**config.mk**
```make
export PLATFORM = sky130hd
export DESIGN_NAME = acp_ctrl
export DESIGN_NICKNAME = d
export VERILOG_FILES = /design/src/common/acp_pkg.sv /design/src/hdl/acp_ctrl.sv
export SDC_FILE = /design/constraint.sdc
export NUM_CORES = 1
export LEC_CHECK = 0
export ABC_AREA = 1
export ABC_CLOCK_PERIOD_IN_PS = 7500
export BUFFER_PORTS_ARGS = -buffer_cell sky130_fd_sc_hd__buf_2
export CAP_MARGIN = 10
export CORE_MARGIN = 3
export CORE_UTILIZATION = 55
export CTS_BUF_LIST = sky130_fd_sc_hd__clkbuf_2 sky130_fd_sc_hd__clkbuf_4 sky130_fd_sc_hd__clkbuf_8
export CTS_CLUSTER_DIAMETER = 200
export DETAILED_ROUTE_END_ITERATION = 16
export PLACE_DENSITY_LB_ADDON = 0.3
export RECOVER_POWER = 25
export SETUP_SLACK_MARGIN = 0.3
export SLEW_MARGIN = 10
export SYNTH_ARGS = -nofsm -noshare
export SYNTH_HDL_FRONTEND = slang
export SYNTH_SLANG_ARGS = --single-unit
```
**constraint.sdc**
```tcl
create_clock -name i_clk -period 7.5 [get_ports i_clk]
set_clock_uncertainty 0.2 [all_clocks]
set_input_delay 1.125 -clock i_clk [delete_from_list [all_inputs] [get_ports i_clk]]
set_output_delay 1.125 -clock i_clk [all_outputs]
set_load 0.03 [all_outputs]
```
**src/common/acp_pkg.sv**
```systemverilog
// Constants, types and state codes for the converter control block.
// Assumes a single 125 MHz system clock and that every converter pin
// arrives asynchronously and is synchronised inside the block.
package acp_pkg;

    // ------------------------------------------------------------
    // Clock and timing
    // ------------------------------------------------------------
    localparam int unsigned SYS_CLK_MHZ = 125;      // System clock rate
    localparam int unsigned CLK_LOSS_NS = 400;      // Sample clock loss time
    localparam int unsigned CLK_LOSS_CYC =
        (CLK_LOSS_NS * SYS_CLK_MHZ) / 1000;         // Longest time, round down
    localparam logic [7:0] CLK_LOSS_CNT = 8'(CLK_LOSS_CYC);
    localparam logic [1:0] BOOT_CNT = 2'h3;         // Synchroniser fill time
    localparam logic [3:0] QUAL_CNT = 4'hA;         // Request level qualify
    localparam logic [30:0] DLY_SHORT_DFLT = 31'h0100_0000; // 2^24 cycles
    localparam logic [30:0] DLY_LONG_DFLT = 31'h4000_0000;  // 2^30 cycles
    localparam logic [30:0] CAL_RUN_DFLT = 31'h0000_0800;   // Cal length

    // ------------------------------------------------------------
    // Pin synchroniser lanes
    // ------------------------------------------------------------
    localparam int unsigned PIN_RANGE = 0;          // Range select
    localparam int unsigned PIN_CAL_DELAY_SELECT = 1;         // Cal delay select
    localparam int unsigned PIN_CAL = 2;            // Cal request
    localparam int unsigned PIN_PD = 3;             // Power-down input
    localparam int unsigned PIN_EDGE = 4;           // Edge select
    localparam int unsigned PIN_SCLK = 5;           // Sample clock
    localparam int unsigned PIN_W = 6;              // Lane count
    localparam logic [PIN_W-1:0] PIN_RST = 6'h00;   // Synchroniser reset

    // ------------------------------------------------------------
    // Types
    // ------------------------------------------------------------
    typedef enum logic [2:0] {
        ST_BOOT = 3'h0,                             // Waiting on strap
        ST_PWRUP = 3'h1,                            // Power-up delay
        ST_CAL = 3'h2,                              // Calibration running
        ST_IDLE = 3'h3                              // Normal operation
    } acp_state_t;

    typedef struct packed {
        logic clip;                                 // Result clipped
        logic [7:0] code;                           // Conversion code
    } acp_conv_t;

    localparam acp_conv_t CONV_RST = 9'h000;        // Output word reset

endpackage

```
**src/hdl/acp_ctrl.sv**
```systemverilog
// Converter control: calibration sequencing, power-down gating,
// demultiplexed output words, output clock and out-of-range flag.
// Assumes the conversion datapath presents a result on i_conv in the
// system clock domain, valid at each sample clock falling edge.
// The sample clock must hold each level for three system cycles
// or more; shorter levels are lost in the synchronisers.
// Calibration length is a fixed count of sample cycles.
module acp_ctrl
    import acp_pkg::*;
#(
    parameter logic [30:0] PWRUP_DLY_SHORT = DLY_SHORT_DFLT, // Short delay
    parameter logic [30:0] PWRUP_DLY_LONG = DLY_LONG_DFLT,   // Long delay
    parameter logic [30:0] CAL_RUN_CYC = CAL_RUN_DFLT        // Cal length
) (
    input wire logic i_clk,                 // System clock
    input wire logic i_sys_rst,             // Async reset, high
    input wire logic i_sample_clk,          // Sample clock pin
    input wire logic i_range_select,        // Full-scale range pin
    input wire logic i_cal_delay_select,    // Power-up delay pin
    input wire logic i_cal_req,             // Calibration request pin
    input wire logic i_power_down_in,       // Power-down pin
    input wire logic i_edge_select,         // Output edge pin
    input wire acp_conv_t i_conv,           // Datapath result
    output logic [7:0] o_bus_a,             // Odd-edge word bus
    output logic [7:0] o_bus_b,             // Even-edge word bus
    output logic o_output_clock,            // Forwarded data clock
    output logic o_oor_p,                   // Out-of-range, positive
    output logic o_oor_n,                   // Out-of-range, negative
    output logic o_out_oe,                  // Digital output enable
    output logic o_cal_active,              // Calibration running
    output logic o_cal_start,               // Cal start pulse
    output logic o_analog_pd,               // Analog power-down
    output logic o_range_high               // 800 mV range selected
);

    // ------------------------------------------------------------
    // Pin synchronisers
    // ------------------------------------------------------------
    logic [PIN_W-1:0] pin_raw;              // All async pins
    logic [PIN_W-1:0] pin_meta_r;           // First stage, only stage two
    logic [PIN_W-1:0] pin_sync_r;           // Second stage, safe to use

    // Lane order follows the PIN_ indices
    assign pin_raw = {i_sample_clk, i_edge_select, i_power_down_in,
                      i_cal_req, i_cal_delay_select, i_range_select};

    // Two flops per pin lane; the first stage gets a full cycle
    // to settle before anything reads the lane
    genvar gi;
    generate
        for (gi = 0; gi < PIN_W; gi = gi + 1) begin : g_sync
            always_ff @(posedge i_clk or posedge i_sys_rst) begin
                if (i_sys_rst) begin
                    pin_meta_r[gi] <= PIN_RST[gi];
                    pin_sync_r[gi] <= PIN_RST[gi];
                end else begin
                    pin_meta_r[gi] <= pin_raw[gi];
                    pin_sync_r[gi] <= pin_meta_r[gi];
                end
            end
        end
    endgenerate

    // Settled levels, two to three cycles behind the pins
    wire range_s = pin_sync_r[PIN_RANGE];   // Range select level
    wire cal_delay_select_s = pin_sync_r[PIN_CAL_DELAY_SELECT]; // Delay select level
    wire cal_s = pin_sync_r[PIN_CAL];       // Request level
    wire pd_s = pin_sync_r[PIN_PD];         // Power-down level
    wire edge_s = pin_sync_r[PIN_EDGE];     // Edge select level
    wire sclk_s = pin_sync_r[PIN_SCLK];     // Sample clock level

    // ------------------------------------------------------------
    // Sample clock edges and presence
    // ------------------------------------------------------------
    logic sclk_d_r;                         // Delayed sample clock
    logic [7:0] loss_cnt_r;                 // Cycles since last edge
    logic clk_run_r;                        // Sample clock alive

    // Edges seen in the same cycle that the settled level moves
    wire sclk_rise = sclk_s & ~sclk_d_r;    // One sample cycle elapsed
    wire sclk_fall = ~sclk_s & sclk_d_r;    // Conversion start edge
    wire sclk_edge = sclk_rise | sclk_fall; // Any activity

    // Edge detect register; reset low like the synchroniser,
    // so no false fall follows reset
    always_ff @(posedge i_clk or posedge i_sys_rst) begin
        if (i_sys_rst) begin
            sclk_d_r <= 1'h0;
        end else begin
            sclk_d_r <= sclk_s;
        end
    end

    // Loss detector: no edge for the loss time means clock stopped
    // The power-on sequence keeps analog off while this is low
    always_ff @(posedge i_clk or posedge i_sys_rst) begin
        if (i_sys_rst) begin
            loss_cnt_r <= 8'h00;
            clk_run_r <= 1'h0;
        end else if (sclk_edge) begin
            // Any edge restarts the timeout
            loss_cnt_r <= 8'h00;
            clk_run_r <= 1'h1;
        end else if (loss_cnt_r == CLK_LOSS_CNT) begin
            // Park at the limit until the next edge
            clk_run_r <= 1'h0;
        end else begin
            loss_cnt_r <= loss_cnt_r + 8'h01;
        end
    end

    // ------------------------------------------------------------
    // Calibration sequencer
    // ------------------------------------------------------------
    // One counter serves the delay and then the calibration
    acp_state_t state_r;                    // Sequencer state
    acp_state_t state_nxt;
    logic [30:0] cnt_r;                     // Delay / calibration counter
    logic [30:0] cnt_nxt;
    logic [1:0] boot_r;                     // Boot settle counter
    logic [3:0] low_cnt_r;                  // Request low run length
    logic [3:0] low_cnt_nxt;
    logic [3:0] high_cnt_r;                 // Request high run length
    logic [3:0] high_cnt_nxt;
    logic pd_eff_r;                         // Power-down in force
    logic cal_go;                           // Entering calibration

    // Counter compares shared by the state machine
    wire boot_done = (boot_r == BOOT_CNT);  // Synchronisers filled
    wire [30:0] dly_target =                // Selected power-up delay
        cal_delay_select_s ? PWRUP_DLY_LONG : PWRUP_DLY_SHORT;
    wire dly_last = (cnt_r == dly_target - 31'h1);
    wire cal_last = (cnt_r == CAL_RUN_CYC - 31'h1);
    wire low_ok = (low_cnt_r == QUAL_CNT);  // Low long enough
    wire high_last = (high_cnt_r == QUAL_CNT - 4'h1);

    // Next-state logic; counts use sample clock cycles throughout,
    // so a late clock only shifts the sequence in time
    always_comb begin
        state_nxt = state_r;
        cnt_nxt = cnt_r;
        low_cnt_nxt = low_cnt_r;
        high_cnt_nxt = high_cnt_r;
        cal_go = 1'h0;
        case (state_r)
            ST_BOOT: begin
                // Strap: request high skips power-on cal
                // Decided once the synchronisers show the pins
                if (boot_done) begin
                    state_nxt = cal_s ? ST_IDLE : ST_PWRUP;
                    cnt_nxt = 31'h0;
                end
            end
            ST_PWRUP: begin
                // Counter frozen while power-down held
                if (!pd_s && sclk_rise) begin
                    if (dly_last) begin
                        // Delay over, calibrate
                        state_nxt = ST_CAL;
                        cnt_nxt = 31'h0;
                        cal_go = 1'h1;
                    end else begin
                        // One more sample cycle of delay
                        cnt_nxt = cnt_r + 31'h1;
                    end
                end
            end
            ST_CAL: begin
                // Calibration of fixed length
                if (sclk_rise) begin
                    if (cal_last) begin
                        // Last cycle done, back to normal running
                        state_nxt = ST_IDLE;
                        cnt_nxt = 31'h0;
                    end else begin
                        cnt_nxt = cnt_r + 31'h1;
                    end
                end
            end
            ST_IDLE: begin
                if (pd_eff_r) begin
                    // Powered down: forget any request
                    low_cnt_nxt = 4'h0;
                    high_cnt_nxt = 4'h0;
                end else if (sclk_rise) begin
                    if (!cal_s) begin
                        // Low phase, saturating
                        high_cnt_nxt = 4'h0;
                        if (!low_ok) begin
                            low_cnt_nxt = low_cnt_r + 4'h1;
                        end
                    end else if (!low_ok) begin
                        // High too early: restart qualification
                        low_cnt_nxt = 4'h0;
                        high_cnt_nxt = 4'h0;
                    end else if (high_last) begin
                        // Tenth high cycle: start
                        state_nxt = ST_CAL;
                        cnt_nxt = 31'h0;
                        low_cnt_nxt = 4'h0;
                        high_cnt_nxt = 4'h0;
                        cal_go = 1'h1;
                    end else begin
                        // Still qualifying the high level
                        high_cnt_nxt = high_cnt_r + 4'h1;
                    end
                end
            end
            default: begin
                // Unused code: recover through boot
                state_nxt = ST_BOOT;
                cnt_nxt = 31'h0;
            end
        endcase
    end

    // Sequencer registers; counters clear on reset so a reset
    // during qualification forgets the request
    always_ff @(posedge i_clk or posedge i_sys_rst) begin
        if (i_sys_rst) begin
            state_r <= ST_BOOT;
            cnt_r <= 31'h0;
            low_cnt_r <= 4'h0;
            high_cnt_r <= 4'h0;
        end else begin
            state_r <= state_nxt;
            cnt_r <= cnt_nxt;
            low_cnt_r <= low_cnt_nxt;
            high_cnt_r <= high_cnt_nxt;
        end
    end

    // Boot settle counter
    always_ff @(posedge i_clk or posedge i_sys_rst) begin
        if (i_sys_rst) begin
            boot_r <= 2'h0;
        end else if (!boot_done) begin
            // Stops at the settle count
            boot_r <= boot_r + 2'h1;
        end
    end

    // ------------------------------------------------------------
    // Power-down gating
    // ------------------------------------------------------------
    wire in_cal = (state_r == ST_CAL);      // Calibration in progress
    // Entry deferred during calibration, release immediate. The
    // cycle that starts a calibration counts as calibrating, so a
    // power-down arriving in that cycle cannot cut it off.
    wire cal_busy = in_cal | cal_go;        // Calibrating or starting
    wire pd_eff_nxt = pd_s & (pd_eff_r | ~cal_busy);

    // Registered so the pad enable never glitches
    // Effective power-down register
    always_ff @(posedge i_clk or posedge i_sys_rst) begin
        if (i_sys_rst) begin
            pd_eff_r <= 1'h0;
        end else begin
            pd_eff_r <= pd_eff_nxt;
        end
    end

    // Power-on sequence active: delay or calibration phase
    // Boot is left out: it lasts only four cycles
    wire pwron_act = (state_r == ST_PWRUP) | in_cal;

    // ------------------------------------------------------------
    // Output demultiplexer and output clock
    // ------------------------------------------------------------
    logic phase_r;                          // High after odd fall
    acp_conv_t stage_a_r;                   // Odd word waiting
    acp_conv_t bus_a_r;                     // Bus A word
    acp_conv_t bus_b_r;                     // Bus B word
    logic oor_r;                            // Pair out of range
    logic output_clock_r;                           // Output clock level

    // Falls while down are dropped, freezing the pair phase
    wire take = sclk_fall & ~pd_eff_r;      // Convert only when powered
    // Either word of the pair clipped
    wire pair_clip = stage_a_r.clip | i_conv.clip;

    // Phase and staging; no edges means nothing moves
    always_ff @(posedge i_clk or posedge i_sys_rst) begin
        if (i_sys_rst) begin
            // First fall after reset is an odd fall
            phase_r <= 1'h0;
            stage_a_r <= CONV_RST;
        end else if (take) begin
            // Odd and even falls alternate
            phase_r <= ~phase_r;
            if (!phase_r) begin
                stage_a_r <= i_conv;        // Odd fall
            end
        end
    end

    // Bus words update together on the even fall
    // so one output clock edge latches both buses
    always_ff @(posedge i_clk or posedge i_sys_rst) begin
        if (i_sys_rst) begin
            bus_a_r <= CONV_RST;
            bus_b_r <= CONV_RST;
            oor_r <= 1'h0;
        end else if (take && phase_r) begin
            // Odd word from staging, even word straight in
            bus_a_r <= stage_a_r;
            bus_b_r <= i_conv;
            oor_r <= pair_clip;
        end
    end

    // Output clock: data change lands on the selected edge
    // Odd fall drives the opposite level, so the even fall makes
    // the edge that edge select asks for
    always_ff @(posedge i_clk or posedge i_sys_rst) begin
        if (i_sys_rst) begin
            // Low until the first fall
            output_clock_r <= 1'h0;
        end else if (take) begin
            output_clock_r <= phase_r ? edge_s : ~edge_s;
        end
    end

    // ------------------------------------------------------------
    // Outputs
    // ------------------------------------------------------------
    // Buses hold their words while the sample clock is stopped
    assign o_bus_a = bus_a_r.code;
    assign o_bus_b = bus_b_r.code;
    assign o_output_clock = output_clock_r;
    assign o_oor_p = oor_r;
    assign o_oor_n = ~oor_r;
    // Enable low means the pads float; the buses keep their last
    // words underneath
    assign o_out_oe = ~pd_eff_r;
    assign o_cal_active = in_cal;
    // Combinational, one cycle wide
    assign o_cal_start = cal_go;
    // Low power when down, or sequence waiting on a dead clock
    assign o_analog_pd = pd_eff_r | (pwron_act & ~clk_run_r);
    assign o_range_high = range_s;

endmodule

```
==> metrics.md <==
| Metric | Value |
|---|---|
| Outcome | finished with violations |
| Violated checks | max-capacitance violations, max-slew violations |
| Switching share of power | 44.3% |
| Gr ovfl total | 0 |
| Simple-gate portion of the synthesized area | 29.1% |
| Cell Area, Synth | 4840 um^2 |
| Share of cells above drive strength 1 | 17.3% |
| Critical path start-end classification | reg2out |
| Root Driver | clkbuf_8 |
| Pint | 888 uW |
| DR WL/cell | 13.1 um |
| Asr flop ratio synth | 100% |
| MaxCap Viol Count | 1 |
| Post-DR vias/cell | 5.22 |
| Share of the synthesized area in the top cell type | 48.6% |
| Skew-Pair Late Insertion Delay | 370 ps |
| Final Cycle Share | 43.0% |
| Clock slew seen by the registers of the worst setup and hold paths | 100 ps |
| Post-synth EDFFs | 0 |
| Crit path DAT | 1900 ps |
| Slew @ Worst Pin | 1550 ps |
| Yosys cell types | 45 |
| Syn Nets | 607 |
| Critical-path top delay cell | dfrtp_1 |
| Clk pwr share | 20.5% |
| Synth area leaders | dfrtp_1 (49%), nand2_1 (10%), nor2_1 (5.8%) |
| Static leakage | 0.00253 uW |
| Vias | 3807 |
| Post-CTS Hold Buffers | 0 |
| Starting Density | 57.8% |
| TritonCTS clock tree | yes |
| Combinational Power Share | 37.6% |
| Cell area power density | 301 nW/um^2 |
| DRC | 0 |
| Synth Area in XOR/XNOR | 4.34% |
| Placed cells | 713 |
| Vias in the first global route | 3760 |
| Gr usage total | 21.1% |
| Max frequency | 310 MHz |
| Critical path data required time | 6170 ps |
| Final Power | 1590 uW |
| Yosys warns | 0 |
| Clock Sinks | 94 |
| Fin. Hold Viols | 0 |
| Sw Pwr | 706 uW |
| Max_slew headroom | -4.04% |
| Clock Path Buffers | 2 |
| Min Clock Period, post-route | 3230 ps |
| DR pass1 iterations | 4 |
| Hold WS | 157 ps |
| PortBufs | 40 |
| Area Growth Syn to Fin | 9.33% |
| CP startpoint kind | flop |
| TNS Setup | 0 ps |
| Syn Area/Cell | 8.41 um^2 |
| Gpl congestion | 0.905 |
| CP Cell Sequence | inv_1 > ha_1 > inv_1 > nor3_1 > o2111ai_1 > nand2_1 > buf_2 |
| Worst hold path type | reg2reg |
| CP max FO | 4 |
| First-pass GRT wire length | 16.9 mm |
| N_diodes | 0 |
| DRT Wirelength | 9.54 mm |
| Top-level I/O count | 41 |
| Num CTS Buffers | 9 |
| Crit. End Element | output port |
| H-Tree Depth | 3 |
| Largest net degree at the start of global routing | 59 |
| Main combinational cell family by area after synthesis | simple AND/OR/NAND/NOR gates |
| Initial antenna violation count | 0 |
| Non-filler cells, final | 729 |
| Most frequent CP cell | inv_1 |
| Synthesized instance count | 576 |
| Top_reg_cell synth | dfrtp_1 |
| Register area share after synthesis | 48.6% |
| Die Height | 99.8 um |
| Seq pwr share | 41.9% |
| Max VDD drop | 0.190 mV |
| Final-report setup violation count | 0 |
| Post-CTS Setup Inserts | 0 |
| Starting DRC count in detailed routing | 184 |
| Crit-path max cell delay | 420 ps |
| Yosys reg bits | 94 |
| Nets | 650 |
| Multiplexer share of the synthesized area | 0.439% |
| Synth Area in Compound Gates | 6.61% |
| Fin util | 63.2% |
| Post-CTS sizing | 0 |
| Dpl hpwl | 6.85 mm |
| Die area | 9970 um^2 |
| Slew Viols, Final | 38 |
| ANT nets after route | 0 |
| Synth area leader | dfrtp_1 |
| RSZ-0062 raised after global routing | no |
| Post-Synth Adder-Cell Area | 3.62% |
| Die Wd | 99.8 um |
| Core footprint | 8380 um^2 |
| Placement Rows | 33 |
==> kinds of logic after synthesis <==
family | count (synthesis)
flip-flops | 94
AND/OR/NAND/NOR | 305
XOR/XNOR | 24
multiplexers | 2
buffers and inverters | 81
adder cells (fa/ha/maj) | 14
AO/OA/AOI/OAI | 56
==> critical path, delay by kind of cell (launching register included) <==
kind	cells	cell delay [ps]
DFF	1	420
and+or+nand+nor	2	340
adders and majority gates	1	190
buffers and inverters	3	390
AOI/OAI and AO/OA	1	190
==> flip-flops by register name, summed over array words and instances, names as in the netlist, 2 cells and up <==
name,count
loss_cnt_r,8
cnt_r,31
boot_r,2
state_r,2
o_bus_a,8
pin_meta_r,6
high_cnt_r,4
low_cnt_r,4
stage_a_r,9
o_bus_b,8
==> cell usage in the layout, fill, tap and decap left out, types with 2 or more instances in the layout <==
| cell type | count |
|---|---|
| nand2_1 | 131 |
| nor2_2 | 20 |
| nor2_4 | 5 |
| inv_6 | 2 |
| clkinv_4 | 2 |
| nor3_1 | 12 |
| and3_1 | 2 |
| nor4_1 | 2 |
| nand4_1 | 13 |
| dfrtp_1 | 94 |
| xor2_1 | 15 |
| clkbuf_8 | 9 |
| nand3_1 | 24 |
| ha_1 | 14 |
| o21ai_0 | 33 |
| buf_2 | 40 |
| xnor2_1 | 9 |
| nand3b_1 | 2 |
| o22ai_1 | 3 |
| inv_2 | 3 |
| nand2_4 | 4 |
| nand3_2 | 2 |
| nor2_1 | 75 |
| inv_1 | 66 |
| a21oi_1 | 9 |
| nand2_2 | 10 |
==> stage by stage <==
stage / setup WS (ps) / area, um^2
after floorplan: 3730 / 4840
after global placement: 4740 / 5100
after detailed placement: 4690 / 5100
after CTS: 4270 / 5300
after global routing: 4150 / 5300
final: 4270 / 5300
==> Yosys cell counts (10+ instances only) <==
cell type,instances
nand3_1,24
inv_1,67
xor2_1,15
nand4_1,13
nand2_1,131
dfrtp_1,94
o21ai_0,33
ha_1,14
nor2_1,75
nand2_2,10
nor3_1,12
nor2_2,20
==> path summary, 6_finish.rpt <==
path	depth (start not counted)	from	slack, ps	to
min reg2reg	0	pin_meta_r[3]	160	pd_s
max reg2reg	10	state_r[0]	5070	cnt_r[20]
min in group asynchronous	2	i_sys_rst	910	pin_meta_r[4]
max in group asynchronous	3	i_sys_rst	4810	cnt_r[14]
max	7	state_r[1]	4270	o_cal_start
min	0	pin_meta_r[3]	160	pd_s
==> final cells by class <==
class / count / area, um^2
Multi-Input combinational cell: 401 / 2130
Clock inverter: 7 / 66.3
Fill cell: 721 / 3090
Timing Repair Buffer: 41 / 208
Tap cell: 105 / 131
Clock buffer: 9 / 124
Sequential cell: 94 / 2350
Inverter: 72 / 279
==> power by group through the flow <==
| stage | sequential [uW] | clock, uW | combinational (uW) |
|---|---|---|---|
| after CTS | 667 | 332 | 607 |
| after global placement | 671 | 0 | 588 |
| after floorplan | 762 | 0 | 420 |
| final | 667 | 327 | 599 |
| after global routing | 681 | 353 | 673 |
| after detailed placement | 675 | 0 | 605 |
==> layer usage <==
metal	GRT usage, %	vias up	part of all wire (%)
met5	0	-	0
met4	8.30	0	1.8
met3	3.82	13	3.9
met2	33.6	77	48
met1	28.8	1811	47
li1	-	1906	-
No activity file was read; power rests on OpenSTA's default activity.
